`config.mk`:
```
export PLATFORM = sky130hd
export DESIGN_NAME = scc_top
export DESIGN_NICKNAME = d
export VERILOG_FILES = /design/src/hdl/scc_pkg.sv /design/src/hdl/scc_top.sv /design/src/hdl/scc_history.sv /design/src/hdl/scc_clamp.sv
export SDC_FILE = /design/constraint.sdc
export NUM_CORES = 1
export LEC_CHECK = 0
export ABC_AREA = 1
export BUFFER_PORTS_ARGS = -buffer_cell sky130_fd_sc_hd__buf_2
export CAP_MARGIN = 5
export CORE_UTILIZATION = 60
export DETAILED_ROUTE_END_ITERATION = 8
export PLACE_DENSITY = 0.86
export SLEW_MARGIN = 0
export SYNTH_ARGS = -nofsm -noshare
export SYNTH_HDL_FRONTEND = slang
export SYNTH_HIERARCHICAL = 1
export SYNTH_SLANG_ARGS = --single-unit
```
`constraint.sdc`:
```
create_clock -name clk_sys_in -period 4.14 [get_ports clk_sys_in]
set_clock_uncertainty 0.05 [all_clocks]
set_input_delay 0.414 -clock clk_sys_in [delete_from_list [all_inputs] [get_ports clk_sys_in]]
set_output_delay 0.414 -clock clk_sys_in [all_outputs]
set_load 0.02 [all_outputs]
```
`src/hdl/scc_pkg.sv`:
```
// Constants, register map and encodings for the sensor status and code clamp
package scc_pkg;

	// Register indices; byte address is four times the index
	localparam logic [9:0] IDX_SCRATCH = 10'h08E;
	localparam logic [9:0] IDX_HISTORY = 10'h08F;
	localparam logic [9:0] IDX_LIM_MIN = 10'h090;
	localparam logic [9:0] IDX_LIM_LOW = 10'h091;
	localparam logic [9:0] IDX_LIM_HIGH = 10'h092;
	localparam logic [9:0] IDX_LIM_MAX = 10'h093;
	localparam logic [9:0] IDX_RESULT = 10'h094;
	localparam logic [9:0] IDX_IRQ_STAT = 10'h095;
	localparam logic [9:0] IDX_IRQ_EN = 10'h096;
	localparam logic [9:0] IDX_IRQ_CLR = 10'h097;
	localparam logic [9:0] IDX_WDOG = 10'h098;

	// Reset values
	localparam logic [7:0] SCRATCH_RST = 8'h00;
	localparam logic [7:0] HISTORY_RST = 8'h00;
	localparam logic [11:0] LIM_MIN_RST = 12'h020;
	localparam logic [11:0] LIM_LOW_RST = 12'h040;
	localparam logic [11:0] LIM_HIGH_RST = 12'h3C0;
	localparam logic [11:0] LIM_MAX_RST = 12'h3E0;
	localparam logic [2:0] IRQ_EN_RST = 3'h0;

	// History byte bit positions
	localparam int HB_KEYPAD = 0;
	localparam int HB_RTI = 1;
	localparam int HB_LFR_OK = 2;
	localparam int HB_ADC = 3;
	localparam int HB_LFR_ERR = 4;
	localparam int HB_TOF = 5;
	localparam int HB_PWU = 6;
	localparam int HB_LVD = 7;

	// Measurement status byte bit positions
	localparam int ST_CLAMP = 0;
	localparam int ST_PRESS_ERR = 2;
	localparam int ST_ACCEL_ERR = 3;
	localparam int ST_VOLT_ERR = 5;
	localparam int ST_TEMP_ERR = 6;

	// Interrupt status bit positions
	localparam int IRQ_HIST = 0;
	localparam int IRQ_CLAMP = 1;
	localparam int IRQ_RANGE = 2;

	// Raw code spans and output code points
	localparam logic [11:0] RAW_TOP_10 = 12'h3FF;
	localparam logic [11:0] RAW_TOP_12 = 12'hFFF;
	localparam logic [8:0] CODE_RAIL_LO = 9'h000;
	localparam logic [8:0] CODE_RAIL_HI = 9'h1FF;
	localparam logic [8:0] CODE_MIN = 9'h001;
	localparam logic [8:0] CODE_MAX = 9'h1FE;
	localparam logic signed [13:0] COMP_MIN = 14'sh0001;
	localparam logic signed [13:0] COMP_MAX = 14'sh01FE;

	// Bus responses
	localparam logic [1:0] RESP_OKAY = 2'h0;
	localparam logic [1:0] RESP_SLVERR = 2'h2;

	// Measurement channel
	typedef enum logic [1:0] {
		SCC_CH_VOLT = 2'b00,
		SCC_CH_TEMP = 2'b01,
		SCC_CH_PRESS = 2'b10,
		SCC_CH_ACCEL = 2'b11
	} scc_chan_t;

endpackage

```
`src/hdl/scc_top.sv`:
```
// Interrupt history, code clamp and register slave for sensor readout
`timescale 1ns/10ps
`default_nettype none
module scc_top
(
	// Clock, reset, enable
	input wire logic clk_sys_in,
	input wire logic nrst_in,
	input wire logic ce_in,
	// Interrupt entry strobes, same clock
	input wire logic lvd_entry_in,
	input wire logic pwu_entry_in,
	input wire logic tof_entry_in,
	input wire logic adc_entry_in,
	input wire logic lfr_entry_in,
	input wire logic rti_entry_in,
	input wire logic keypad_entry_in,
	input wire logic receiver_error_flag_in,
	input wire logic routine_busy_in,
	// Power modes
	input wire logic deep_stop_one_in,
	input wire logic deep_stop_four_in,
	// Measurement in
	input wire logic meas_valid_in,
	input wire logic [11:0] raw_code_in,
	input wire logic signed [13:0] comp_code_in,
	input wire scc_pkg::scc_chan_t chan_in,
	// Measurement out
	output logic code_valid_out,
	output logic [8:0] code_out,
	output logic [7:0] meas_status_out,
	// System outputs
	output logic lfr_user_vector_out,
	output logic wdog_enable_out,
	output logic irq_out,
	// AXI4-Lite write
	input wire logic [11:0] s_axi_awaddr,
	input wire logic s_axi_awvalid,
	output logic s_axi_awready,
	input wire logic [31:0] s_axi_wdata,
	input wire logic [3:0] s_axi_wstrb,
	input wire logic s_axi_wvalid,
	output logic s_axi_wready,
	output logic [1:0] s_axi_bresp,
	output logic s_axi_bvalid,
	input wire logic s_axi_bready,
	// AXI4-Lite read
	input wire logic [11:0] s_axi_araddr,
	input wire logic s_axi_arvalid,
	output logic s_axi_arready,
	output logic [31:0] s_axi_rdata,
	output logic [1:0] s_axi_rresp,
	output logic s_axi_rvalid,
	input wire logic s_axi_rready
);
	// Bus state
	logic aw_held_q, aw_held_d;
	logic w_held_q, w_held_d;
	logic [9:0] wr_idx_q, wr_idx_d;
	logic [31:0] wr_data_q, wr_data_d;
	logic [3:0] wr_strb_q, wr_strb_d;
	logic awready_q, awready_d;
	logic wready_q, wready_d;
	logic bvalid_q, bvalid_d;
	logic [1:0] bresp_q, bresp_d;
	logic arready_q, arready_d;
	logic rvalid_q, rvalid_d;
	logic [31:0] rdata_q, rdata_d;
	logic [1:0] rresp_q, rresp_d;
	// Register state
	logic [7:0] scratch_q, scratch_d;
	logic [11:0] lim_min_q, lim_min_d;
	logic [11:0] lim_low_q, lim_low_d;
	logic [11:0] lim_high_q, lim_high_d;
	logic [11:0] lim_max_q, lim_max_d;
	logic [2:0] irq_stat_q, irq_stat_d;
	logic [2:0] irq_en_q, irq_en_d;
	logic irq_q, irq_d;
	// Event and measurement state
	logic [8:0] code_q, code_d;
	logic code_valid_q, code_valid_d;
	logic [7:0] mstat_q, mstat_d;
	logic vector_q, vector_d;
	logic wdog_q, wdog_d;
	// Combinational helpers
	logic do_write;
	logic hist_wr;
	logic [7:0] hist_set;
	logic [7:0] hist_val;
	logic [8:0] clamp_code;
	logic clamp_hit;
	logic range_err;
	logic [15:0] lane_mask;
	logic [2:0] irq_evt;
	logic [2:0] irq_clr;
	logic [7:0] err_bit;

	// History triggers, decoded per source
	always_comb
	begin
		hist_set = 8'h00;
		hist_set[scc_pkg::HB_LVD] = lvd_entry_in;
		hist_set[scc_pkg::HB_PWU] = pwu_entry_in;
		hist_set[scc_pkg::HB_TOF] = tof_entry_in;
		hist_set[scc_pkg::HB_ADC] = adc_entry_in;
		hist_set[scc_pkg::HB_RTI] = rti_entry_in;
		hist_set[scc_pkg::HB_KEYPAD] = keypad_entry_in;
		hist_set[scc_pkg::HB_LFR_ERR] =
			lfr_entry_in & receiver_error_flag_in;
		hist_set[scc_pkg::HB_LFR_OK] =
			lfr_entry_in & ~receiver_error_flag_in;
	end

	scc_history u_history
	(
		.clk_sys_in(clk_sys_in),
		.nrst_in(nrst_in),
		.ce_in(ce_in),
		.set_in(hist_set),
		.wr_in(hist_wr),
		.wdata_in(wr_data_q[7:0]),
		.hist_out(hist_val)
	);

	scc_clamp u_clamp
	(
		.raw_in(raw_code_in),
		.comp_in(comp_code_in),
		.chan_in(chan_in),
		.lim_min_in(lim_min_q),
		.lim_low_in(lim_low_q),
		.lim_high_in(lim_high_q),
		.lim_max_in(lim_max_q),
		.code_out(clamp_code),
		.clamp_out(clamp_hit),
		.range_err_out(range_err)
	);

	// Write commits once address and data are both held
	always_comb
	begin
		do_write = aw_held_q & w_held_q & ~bvalid_q;
		lane_mask = {{8{wr_strb_q[1]}}, {8{wr_strb_q[0]}}};
		hist_wr = do_write & wr_strb_q[0] &
			(wr_idx_q == scc_pkg::IDX_HISTORY);
	end

	// Channel error bit for a railed input
	always_comb
	begin
		err_bit = 8'h00;
		case (chan_in)
			scc_pkg::SCC_CH_VOLT: err_bit[scc_pkg::ST_VOLT_ERR] = 1'b1;
			scc_pkg::SCC_CH_TEMP: err_bit[scc_pkg::ST_TEMP_ERR] = 1'b1;
			scc_pkg::SCC_CH_PRESS: err_bit[scc_pkg::ST_PRESS_ERR] = 1'b1;
			scc_pkg::SCC_CH_ACCEL: err_bit[scc_pkg::ST_ACCEL_ERR] = 1'b1;
			default: err_bit = 8'h00;
		endcase
	end

	// Next state of bus channels and software registers
	always_comb
	begin
		aw_held_d = aw_held_q;
		w_held_d = w_held_q;
		wr_idx_d = wr_idx_q;
		wr_data_d = wr_data_q;
		wr_strb_d = wr_strb_q;
		bvalid_d = bvalid_q;
		bresp_d = bresp_q;
		arready_d = arready_q;
		rvalid_d = rvalid_q;
		rdata_d = rdata_q;
		rresp_d = rresp_q;
		scratch_d = scratch_q;
		lim_min_d = lim_min_q;
		lim_low_d = lim_low_q;
		lim_high_d = lim_high_q;
		lim_max_d = lim_max_q;
		irq_en_d = irq_en_q;
		irq_clr = 3'h0;
		// Capture address and data independently, in either order
		if (s_axi_awvalid & awready_q)
		begin
			aw_held_d = 1'b1;
			wr_idx_d = s_axi_awaddr[11:2];
		end
		if (s_axi_wvalid & wready_q)
		begin
			w_held_d = 1'b1;
			wr_data_d = s_axi_wdata;
			wr_strb_d = s_axi_wstrb;
		end
		if (s_axi_bvalid & s_axi_bready)
			bvalid_d = 1'b0;
		if (do_write)
		begin
			aw_held_d = 1'b0;
			w_held_d = 1'b0;
			bvalid_d = 1'b1;
			bresp_d = scc_pkg::RESP_OKAY;
			case (wr_idx_q)
				scc_pkg::IDX_SCRATCH:
					if (wr_strb_q[0])
						scratch_d = wr_data_q[7:0];
				scc_pkg::IDX_HISTORY: ;
				scc_pkg::IDX_LIM_MIN:
					lim_min_d = (lim_min_q & ~lane_mask[11:0]) |
						(wr_data_q[11:0] & lane_mask[11:0]);
				scc_pkg::IDX_LIM_LOW:
					lim_low_d = (lim_low_q & ~lane_mask[11:0]) |
						(wr_data_q[11:0] & lane_mask[11:0]);
				scc_pkg::IDX_LIM_HIGH:
					lim_high_d = (lim_high_q & ~lane_mask[11:0]) |
						(wr_data_q[11:0] & lane_mask[11:0]);
				scc_pkg::IDX_LIM_MAX:
					lim_max_d = (lim_max_q & ~lane_mask[11:0]) |
						(wr_data_q[11:0] & lane_mask[11:0]);
				scc_pkg::IDX_IRQ_EN:
					if (wr_strb_q[0])
						irq_en_d = wr_data_q[2:0];
				scc_pkg::IDX_IRQ_CLR:
					if (wr_strb_q[0])
						irq_clr = wr_data_q[2:0];
				scc_pkg::IDX_RESULT, scc_pkg::IDX_IRQ_STAT,
				scc_pkg::IDX_WDOG: ;
				default: bresp_d = scc_pkg::RESP_SLVERR;
			endcase
		end
		// Ready again only once nothing of this write is left in flight
		awready_d = ~aw_held_d & ~bvalid_d;
		wready_d = ~w_held_d & ~bvalid_d;
		// Read answers one cycle after the address is taken
		if (s_axi_rvalid & s_axi_rready)
		begin
			rvalid_d = 1'b0;
			arready_d = 1'b1;
		end
		if (s_axi_arvalid & arready_q)
		begin
			arready_d = 1'b0;
			rvalid_d = 1'b1;
			rresp_d = scc_pkg::RESP_OKAY;
			rdata_d = 32'h0000_0000;
			case (s_axi_araddr[11:2])
				scc_pkg::IDX_SCRATCH: rdata_d[7:0] = scratch_q;
				scc_pkg::IDX_HISTORY: rdata_d[7:0] = hist_val;
				scc_pkg::IDX_LIM_MIN: rdata_d[11:0] = lim_min_q;
				scc_pkg::IDX_LIM_LOW: rdata_d[11:0] = lim_low_q;
				scc_pkg::IDX_LIM_HIGH: rdata_d[11:0] = lim_high_q;
				scc_pkg::IDX_LIM_MAX: rdata_d[11:0] = lim_max_q;
				scc_pkg::IDX_RESULT:
					rdata_d[16:0] = {mstat_q, code_q};
				scc_pkg::IDX_IRQ_STAT: rdata_d[2:0] = irq_stat_q;
				scc_pkg::IDX_IRQ_EN: rdata_d[2:0] = irq_en_q;
				scc_pkg::IDX_IRQ_CLR: ;
				scc_pkg::IDX_WDOG: rdata_d[0] = wdog_q;
				default: rresp_d = scc_pkg::RESP_SLVERR;
			endcase
		end
	end

	// Measurement result, events and interrupt line
	always_comb
	begin
		code_valid_d = meas_valid_in;
		code_d = code_q;
		mstat_d = mstat_q;
		if (meas_valid_in)
		begin
			code_d = clamp_code;
			// Status covers the latest measurement only
			mstat_d = range_err ? err_bit : 8'h00;
			mstat_d[scc_pkg::ST_CLAMP] = clamp_hit;
		end
		irq_evt = 3'h0;
		irq_evt[scc_pkg::IRQ_HIST] = |hist_set;
		irq_evt[scc_pkg::IRQ_CLAMP] = meas_valid_in & clamp_hit;
		irq_evt[scc_pkg::IRQ_RANGE] = meas_valid_in & range_err;
		// A new event outranks a clear in the same cycle
		irq_stat_d = (irq_stat_q & ~irq_clr) | irq_evt;
		irq_d = |(irq_stat_q & irq_en_q);
		// Vector suppressed while a built-in routine runs
		vector_d = lfr_entry_in & ~routine_busy_in;
		wdog_d = ~(deep_stop_one_in | deep_stop_four_in);
	end

	// Register everything; clock enable freezes all state
	always_ff @(posedge clk_sys_in or negedge nrst_in)
	begin
		if (!nrst_in)
		begin
			aw_held_q <= 1'b0;
			w_held_q <= 1'b0;
			wr_idx_q <= 10'h000;
			wr_data_q <= 32'h0000_0000;
			wr_strb_q <= 4'h0;
			awready_q <= 1'b0;
			wready_q <= 1'b0;
			bvalid_q <= 1'b0;
			bresp_q <= scc_pkg::RESP_OKAY;
			arready_q <= 1'b0;
			rvalid_q <= 1'b0;
			rdata_q <= 32'h0000_0000;
			rresp_q <= scc_pkg::RESP_OKAY;
			scratch_q <= scc_pkg::SCRATCH_RST;
			lim_min_q <= scc_pkg::LIM_MIN_RST;
			lim_low_q <= scc_pkg::LIM_LOW_RST;
			lim_high_q <= scc_pkg::LIM_HIGH_RST;
			lim_max_q <= scc_pkg::LIM_MAX_RST;
			irq_stat_q <= 3'h0;
			irq_en_q <= scc_pkg::IRQ_EN_RST;
			irq_q <= 1'b0;
			code_q <= scc_pkg::CODE_RAIL_LO;
			code_valid_q <= 1'b0;
			mstat_q <= 8'h00;
			vector_q <= 1'b0;
			wdog_q <= 1'b1;
		end
		else if (ce_in)
		begin
			aw_held_q <= aw_held_d;
			w_held_q <= w_held_d;
			wr_idx_q <= wr_idx_d;
			wr_data_q <= wr_data_d;
			wr_strb_q <= wr_strb_d;
			awready_q <= awready_d;
			wready_q <= wready_d;
			bvalid_q <= bvalid_d;
			bresp_q <= bresp_d;
			arready_q <= (rvalid_q | (s_axi_arvalid & arready_q)) ?
				arready_d : 1'b1;
			rvalid_q <= rvalid_d;
			rdata_q <= rdata_d;
			rresp_q <= rresp_d;
			scratch_q <= scratch_d;
			lim_min_q <= lim_min_d;
			lim_low_q <= lim_low_d;
			lim_high_q <= lim_high_d;
			lim_max_q <= lim_max_d;
			irq_stat_q <= irq_stat_d;
			irq_en_q <= irq_en_d;
			irq_q <= irq_d;
			code_q <= code_d;
			code_valid_q <= code_valid_d;
			mstat_q <= mstat_d;
			vector_q <= vector_d;
			wdog_q <= wdog_d;
		end
	end

	// Outputs straight from flops
	assign s_axi_awready = awready_q;
	assign s_axi_wready = wready_q;
	assign s_axi_bvalid = bvalid_q;
	assign s_axi_bresp = bresp_q;
	assign s_axi_arready = arready_q;
	assign s_axi_rvalid = rvalid_q;
	assign s_axi_rdata = rdata_q;
	assign s_axi_rresp = rresp_q;
	assign code_out = code_q;
	assign code_valid_out = code_valid_q;
	assign meas_status_out = mstat_q;
	assign lfr_user_vector_out = vector_q;
	assign wdog_enable_out = wdog_q;
	assign irq_out = irq_q;
endmodule // scc_top
`default_nettype wire

```
`src/hdl/scc_history.sv`:
```
// Sticky interrupt-history byte, one flop per bit
`timescale 1ns/10ps
`default_nettype none
module scc_history
(
	// Clock and reset
	input wire logic clk_sys_in,
	input wire logic nrst_in,
	input wire logic ce_in,
	// Trigger and processor write
	input wire logic [7:0] set_in,
	input wire logic wr_in,
	input wire logic [7:0] wdata_in,
	// Held value
	output logic [7:0] hist_out
);
	logic [7:0] hist_q;
	logic [7:0] hist_d;

	// Each bit holds until written; a trigger beats a same-cycle clear
	genvar gi;
	generate
		for (gi = 0; gi < 8; gi++)
		begin : g_bit
			always_comb
			begin
				hist_d[gi] = (wr_in ? wdata_in[gi] : hist_q[gi]) | set_in[gi];
			end
			// Nothing but a write or a trigger moves the bit
			always_ff @(posedge clk_sys_in or negedge nrst_in)
			begin
				if (!nrst_in)
					hist_q[gi] <= scc_pkg::HISTORY_RST[gi];
				else if (ce_in)
					hist_q[gi] <= hist_d[gi];
			end
		end
	endgenerate

	assign hist_out = hist_q;
endmodule // scc_history
`default_nettype wire

```
`src/hdl/scc_clamp.sv`:
```
// Combinational range check and clamp of a compensated result
`timescale 1ns/10ps
`default_nettype none
module scc_clamp
(
	// Measurement
	input wire logic [11:0] raw_in,
	input wire logic signed [13:0] comp_in,
	input wire scc_pkg::scc_chan_t chan_in,
	// Input limits
	input wire logic [11:0] lim_min_in,
	input wire logic [11:0] lim_low_in,
	input wire logic [11:0] lim_high_in,
	input wire logic [11:0] lim_max_in,
	// Result
	output logic [8:0] code_out,
	output logic clamp_out,
	output logic range_err_out
);
	logic [11:0] raw_top;
	logic rail_lo;
	logic rail_hi;
	logic under;
	logic over;

	// Rails win over underflow and overflow; unclipped results pass
	always_comb
	begin
		raw_top = (chan_in == scc_pkg::SCC_CH_TEMP) ?
			scc_pkg::RAW_TOP_12 : scc_pkg::RAW_TOP_10;
		rail_lo = raw_in < lim_min_in;
		rail_hi = (raw_in > lim_max_in) || (raw_in > raw_top);
		under = (raw_in < lim_low_in) || (comp_in < scc_pkg::COMP_MIN);
		over = (raw_in > lim_high_in) || (comp_in > scc_pkg::COMP_MAX);
		range_err_out = rail_lo || rail_hi;
		clamp_out = 1'b0;
		if (rail_lo)
			code_out = scc_pkg::CODE_RAIL_LO;
		else if (rail_hi)
			code_out = scc_pkg::CODE_RAIL_HI;
		else if (under)
		begin
			code_out = scc_pkg::CODE_MIN;
			clamp_out = 1'b1;
		end
		else if (over)
		begin
			code_out = scc_pkg::CODE_MAX;
			clamp_out = 1'b1;
		end
		else
			code_out = comp_in[8:0];
	end
endmodule // scc_clamp
`default_nettype wire

```
==> run metrics, run 1 <==
status=finished, violations left; failing checks=hold timing; fin area=0.009555 mm^2; most frequent cells in the layout=nand2_1 (350), inv_1 (139), dfrtp_1 (124); Mapped Area=0.008340 mm^2; largest net degree at the start of global routing=88; first-pass GRT wire length=34.35 mm; H-tree levels=4; syn_area_per_cell=7.569 um^2; fin crit share=55.58%; Post-synth top flop=dfrtp_1; fmax=0.4346 GHz; number of synthesized flops with an enable pin=0; setup TNS=0 ns; Slew HR=46.85%; gp weighted congestion=0.8849; Worst Tran Pin Value=0.7973 ns; Skew-Pair Late Insertion Delay=0.43 ns; Synth area leader=dfrtp_1; Yosys top cell area share=37.20%; core box area=0.01340 mm^2; Seq/Total Area, Yosys=40.98%; vias in the first global route=7,049; DRC viols=0; Initial Util=62.24%; Unique masters post-synth=46; LEAKAGE=4.896 nW; Final ANT Viol Nets=0; Startpoint Class=flip-flop; PwrDens=418.0 mW/mm^2; critical path class=flip-flop to flip-flop; post-CTS sizing=0; Post-synth ARST share=100.0%; PortBufs=121; initial antenna violation count=0; worst path required time=4.41 ns; die footprint=0.01438 mm^2; Sink Count=136; die height=119.9 um; maximum vdd drop=0.2682 mV; maxcap violations=0; synthesis-to-finish area growth=14.57%; Worst Hold Class=input pin to asynchronous set/reset pin; post-DP HPWL=15.72 mm; Crit. End Element=flip-flop; Seq cells post-synth=136; Final Power=0.003994 W; DP Area=0.008996 mm^2; main area contributors after synthesis=dfrtp_1 (37%), nand2_1 (16%), ha_1 (7.2%); I/O Pins=170; final net count=1,384; Clock transition at path regs=0.06 ns; RSZ-0062 raised after global routing=false; commonest non-fill, non-tap cell in the layout=nand2_1; fin. max-slew vios=0; Longest Clk Path Bufs=2; total track usage=31.19%; min cycle time layout=2.301 ns; layout cells sized above 1=20.23%; row cnt=42; yosys warns=6; antenna diode count=0; Total Routed Length=21.08 mm; clk root buf=clkbuf_16; cts bufs inserted=17; CP max FO=9; worst hold slack=-0.03932 ns; Vias/cell=5.386; # setup viols final=0; Hold-fix buffers, CTS=0; WL per Instance=14.88 um; CTS tree=yes; cells after synthesis=1,102; DRT Pass-1 Iters=5; Fin. Hold Viols=15; Horiz. Die Dim=119.9 um; DR vias=7,632; DRT iter0 DRCs=711; setup bufs post-CTS=0; GRT overflow=0; CP Data Arrival Time=2.58 ns
## final cells by class
class                           instances  area (um^2)
Timing Repair Buffer                  126        649.4
Tap cell                              176        220.2
Fill cell                            1081         3845
Clock buffer                           22        464.2
Clock inverter                         10        95.09
Inverter                              156        588.1
Sequential cell                       136         3418
Multi-Input combinational cell        791         4120
## cells in the mapped netlist, drive strengths merged (3+ instances only)
cell	count
o21ai	112
nand2	358
inv	156
o211ai	3
nor3	8
nor2	85
dfrtp	124
nand4	14
dfstp	12
nand3	83
buf	33
clkbuf	7
ha	48
a21oi	34
o31ai	4
## path summary, 6_finish.rpt
path                                            to  slack (ns)  cells after the start
worst max-delay path            meas_status_out[6]        1.84                     13
worst min-delay path                  wr_data_q[8]       -0.04                      1
worst max register to register  meas_status_out[6]        1.84                     13
worst min register to register      s_axi_rdata[1]        0.42                      2
max in group asynchronous          wdog_enable_out        3.14                      2
min in group clk_sys_in            wdog_enable_out        0.08                      2
## metal layers
metal	wire (um)	global-route usage, %	up-vias
met3	1530	5.561	56
met2	9852	49.86	327
li1	-	-	3740
met1	8960	40.97	3509
met4	734	15.00	0
met5	0	0	-
## critical path, cell delays in order (launching register included)
cell     delay, ns
dfstp_2       0.54
inv_1         0.05
ha_1          0.29
nand2_1       0.07
nor2_1        0.13
and2_1        0.18
nand2_1       0.06
nand3_1       0.07
nand2_1       0.06
nand2_2       0.09
inv_4         0.07
o21ai_2       0.07
nand2_1       0.20
o31ai_1       0.27
## power by group
group	internal, W	switching (W)
sequential	0.00153	0.000156
clock	0.000857	0.000574
combinational	0.000256	0.000626
## kinds of logic (layout without fill, tap and decap cells)
family,after synthesis,after routing,synth area share [%]
AND/OR/NAND/NOR,559,559,30.02
buffers and inverters,196,314,10.56
adder cells (fa/ha/maj),48,48,7.201
AO/OA/AOI/OAI,161,161,11.06
multiplexers,1,1,0.1350
flip-flops,136,136,40.98
other,1,22,0.04496
## stage by stage
step           setup WS, ns  instances  util [%]
2_1_floorplan         2.250       1123         -
6_report              1.839       1417     71.31
4_1_cts               1.864       1417     71.31
5_1_grt               1.628       1417     71.31
3_5_place_dp          1.676       1385     67.13
3_3_place_gp          1.715       1385     67.13
Note: power is estimated with default switching activity, not from simulation.
==> run 2, diff against run 1 <==
--- a/config.mk
+++ b/config.mk
@@ -5,12 +5,12 @@
 export SDC_FILE = /design/constraint.sdc
 export NUM_CORES = 1
 export LEC_CHECK = 0
-export ABC_AREA = 1
+export ABC_AREA = 0
 export BUFFER_PORTS_ARGS = -buffer_cell sky130_fd_sc_hd__buf_2
 export CAP_MARGIN = 5
-export CORE_UTILIZATION = 60
+export CORE_UTILIZATION = 55
 export DETAILED_ROUTE_END_ITERATION = 8
-export PLACE_DENSITY = 0.86
+export PLACE_DENSITY = 0.8
 export SLEW_MARGIN = 0
 export SYNTH_ARGS = -nofsm -noshare
 export SYNTH_HDL_FRONTEND = slang
==> constraint.sdc (replaced) <==
create_clock -name clk_sys_in -period 2.4 [get_ports clk_sys_in]
set_clock_uncertainty 0.05 [all_clocks]
set_input_delay 0.24 -clock clk_sys_in [delete_from_list [all_inputs] [get_ports clk_sys_in]]
set_output_delay 0.24 -clock clk_sys_in [all_outputs]
set_load 0.02 [all_outputs]
==> run metrics, run 2 <==
status=finished clean (was finished, violations left); RSZ-0062 raised after global routing=true (was false); fin area=0.009881 mm^2 (was 0.009555 mm^2); WL per Instance=18.46 um (was 14.88 um); row cnt=43 (was 42); gp weighted congestion=0.9053 (was 0.8849); slowest stage cell, crit path=dfstp_2 (unchanged); yosys warns=6 (unchanged); layout cells sized above 1=30.93% (was 20.23%); worst path bufs/invs=1 (was 2); layout filler cell count=1,010 (was 1,081); vias in the first global route=6,206 (was 7,049); Post-synth ARST share=100.0% (unchanged); Horiz. Die Dim=122.4 um (was 119.9 um); Startpoint Class=flip-flop (unchanged); Post-synth top cells=dfrtp_1 (124), nand2_1 (72), inv_1 (58) (was nand2_1 (350), inv_1 (139), dfrtp_1 (124)); PortBufs=121 (unchanged); number of synthesized flops with an enable pin=0 (unchanged); worst path required time=2.70 ns (was 4.41 ns); CP peak stage delay=0.54 ns (about the same); most frequent cell after synthesis=dfrtp_1 (was nand2_1); worst hold slack=0.03510 ns (was -0.03932 ns); FF-to-FF path depth=10 (was 13); Total Routed Length=20.22 mm (was 21.08 mm); Mapped Area=0.007970 mm^2 (was 0.008340 mm^2); CP Data Arrival Time=2.66 ns (was 2.58 ns); reg-to-reg setup timing slack=0.04 ns (was 1.84 ns); first-pass GRT wire length=31.80 mm (was 34.35 mm); Hold EP=s_axi_bvalid; largest net degree at the start of global routing=73 (was 88); LEAKAGE=4.607 nW (was 4.896 nW); fin. max-slew vios=0 (unchanged); Switching Fraction=30.12% (was 33.94%); Sink Count=136 (unchanged); Internal=0.005115 W (was 0.002639 W); initial antenna violation count=0 (unchanged); Fin. Hold Viols=0 (was 15); syn_area_per_cell=10.84 um^2 (was 7.569 um^2); critical path class=flip-flop to flip-flop (unchanged); maxcap violations=0 (unchanged); commonest non-fill, non-tap cell in the layout=dfrtp_1 (was nand2_1); total track usage=28.27% (was 31.19%); clock group share of total power=39.8% (was 35.8%); Skew-Pair Late Insertion Delay=0.43 ns (about the same); Vias/cell=5.858 (was 5.386); Crit. End Element=flip-flop (unchanged); worst path cell trace=inv_1 -> ha_4 -> nand4_1 -> or2_1 -> o221ai_2 -> nand3b_1 -> and3b_1 -> nand2_2 -> nand2_1 -> a2bb2oi_1 (was inv_1 -> ha_1 -> nand2_1 -> nor2_1 -> and2_1 -> nand2_1 -> nand3_1 -> nand2_1 -> nand2_2 -> inv_4 -> o21ai_2 -> nand2_1 -> o31ai_1); worst hold path stage count=4; PwrDens=740.8 mW/mm^2 (was 418.0 mW/mm^2); Worst Hold Class=input pin to flip-flop (was input pin to asynchronous set/reset pin); Largest delay share family, worst path=simple AND/OR/NAND/NOR gates (unchanged); core box area=0.01399 mm^2 (was 0.01340 mm^2); setup TNS=0 ns (unchanged); FF-to-FF End=irq_stat_q[1] (was meas_status_out[6]); Worst Tran Pin Value=0.7017 ns (was 0.7973 ns); Clock transition at path regs=0.06 ns (about the same); DR vias=6,415 (was 7,632); die height=122.4 um (was 119.9 um); DRT iter0 DRCs=501 (was 711); # setup viols final=0 (unchanged); min cycle time layout=2.357 ns (was 2.301 ns); most frequent cells in the layout=dfrtp_1 (124), buf_2 (121), nand2_1 (71) (was nand2_1 (350), inv_1 (139), dfrtp_1 (124)); cells after synthesis=735 (was 1,102); Yosys top cell area share=38.93% (was 37.20%); Seq cells post-synth=136 (unchanged); die footprint=0.01498 mm^2 (was 0.01438 mm^2); Hold Startpoint=s_axi_bready; maximum vdd drop=0.7321 mV (was 0.2682 mV); antenna diode count=0 (unchanged); final net count=1,058 (was 1,384); synthesis-to-finish area growth=23.97% (was 14.57%); fmax=0.4242 GHz (was 0.4346 GHz); cts bufs inserted=17 (unchanged); GRT overflow=0 (unchanged); CP max FO=3 (was 9); I/O Pins=170 (unchanged); CTS tree=yes (unchanged); clk root buf=clkbuf_16 (unchanged); Final ANT Viol Nets=0 (unchanged); main area contributors after synthesis=dfrtp_1 (39%), ha_1 (7.5%), mux2_1 (7.1%) (was dfrtp_1 (37%), nand2_1 (16%), ha_1 (7.2%)); Final Power=0.007320 W (was 0.003994 W); fin crit share=98.21% (was 55.58%); sequential fraction of design power=42.0% (was 42.1%); DRT Pass-1 Iters=5 (unchanged); Seq/Total Area, Yosys=42.89% (was 40.98%); Synth area leader=dfrtp_1 (unchanged); Unique masters post-synth=81 (was 46); combinational share of power=18.2% (was 22.1%); DP Area=0.008777 mm^2 (was 0.008996 mm^2); post-DP HPWL=14.41 mm (was 15.72 mm); Post-synth top flop=dfrtp_1 (unchanged); Initial Util=56.98% (was 62.24%); H-tree levels=4 (unchanged); Slew HR=53.22% (was 46.85%); DRC viols=0 (unchanged); Longest Clk Path Bufs=2 (unchanged); Net Switching=0.002205 W (was 0.001356 W)
[run 2: cell count changes in the layout (fill, tap and decap cells not counted), moves of 17 or more]
cell and delta:
dlygate4sd3_1 +28, nand2_1 -279, o21ai_1 -19, mux2_2 +34
nand3_1 -52, nor2_1 -43, inv_1 -85, mux2_1 +50
o21ai_2 -17, o21ai_0 -58
[run 2: cells by family (layout without fill, tap and decap cells)]
family / Yosys count / count (layout) / share of synthesized area [%]
other: 1 / 22 / 0.04705
flip-flops: 136 / 136 / 42.89
AO/OA/AOI/OAI: 143 / 143 / 12.97
multiplexers: 106 / 106 / 15.75
adder cells (fa/ha/maj): 48 / 48 / 7.535
AND/OR/NAND/NOR: 197 / 197 / 14.43
buffers and inverters: 104 / 263 / 6.389
[run 2: area by class of cell]
| cell class | instances | area, um^2 | area share, % |
|---|---|---|---|
| repair buffers | 173 | 1102 | 11.16 |
| clock buffers | 18 | 439.2 | 4.445 |
| inverters | 58 | 217.7 | 2.203 |
| multi-input cells | 516 | 4258 | 43.09 |
| clock inverters | 14 | 220.2 | 2.229 |
| flip-flops and latches | 136 | 3418 | 34.60 |
| well taps | 180 | 225.2 | 2.279 |
[run 2: worst max-delay path by stage]
| stage | from | endpoint | slack [ns] | cells past startpoint |
|---|---|---|---|---|
| floorplan | flip-flop | meas_status_out[2] | 0.005 | 11 |
| global placement | flip-flop | meas_status_out[2] | -0.01 | 10 |
| detailed placement | flip-flop | meas_status_out[3] | -0.09 | 11 |
| CTS | flip-flop | meas_status_out[2] | -0.01 | 10 |
| global route | flip-flop | meas_status_out[2] | -0.06 | 11 |
| finish | flip-flop | irq_stat_q[1] | 0.04 | 10 |
[run 2: routing by layer]
| layer | share of wire (%) | global-route usage [%] | wire length, um | vias up |
|---|---|---|---|---|
| li1 | - | - | - | 2969 |
| met1 | 42 | 35.91 | 8560 | 3126 |
| met2 | 49 | 46.91 | 9810 | 264 |
| met3 | 5.3 | 4.554 | 1081 | 56 |
| met4 | 3.8 | 13.87 | 764 | 0 |
| met5 | 0 | 0 | 0 | - |
[run 2: power by group through the flow]
stage	Clock [W]	Combinational (W)	Sequential (W)
after floorplan	0	0.000788	0.00304
after global placement	0	0.00121	0.00309
after detailed placement	0	0.00125	0.00311
after CTS	0.00293	0.00130	0.00307
after global routing	0.00304	0.00146	0.00313
final	0.00291	0.00133	0.00308
[run 2: worst reg2reg max path, cell delays in order (launching register included)]
cell	delay, ns
dfstp_2	0.54
inv_1	0.09
ha_4	0.28
nand4_1	0.19
or2_1	0.29
o221ai_2	0.22
nand3b_1	0.14
and3b_1	0.19
nand2_2	0.07
nand2_1	0.08
a2bb2oi_1	0.14
[run 2: timing repair]
action | 4_1_cts | 5_1_grt
hold endpoints to repair | 90 | 0
cloned | 0 | 1
setup buffers | 1 | 2
hold buffers | 28 | 0
resized for setup | 11 | 19
pin swaps | 7 | 15
setup endpoints to repair | 6 | 15
[run 2: stage by stage]
step,std cells,setup WS [ns],utilization (%)
3_3_place_gp,1032,-0.01237,62.75
4_1_cts,1093,-0.01426,69.88
3_5_place_dp,1032,-0.08672,62.75
6_report,1095,0.04287,70.64
2_1_floorplan,756,0.004975,-
5_1_grt,1095,-0.05601,70.64
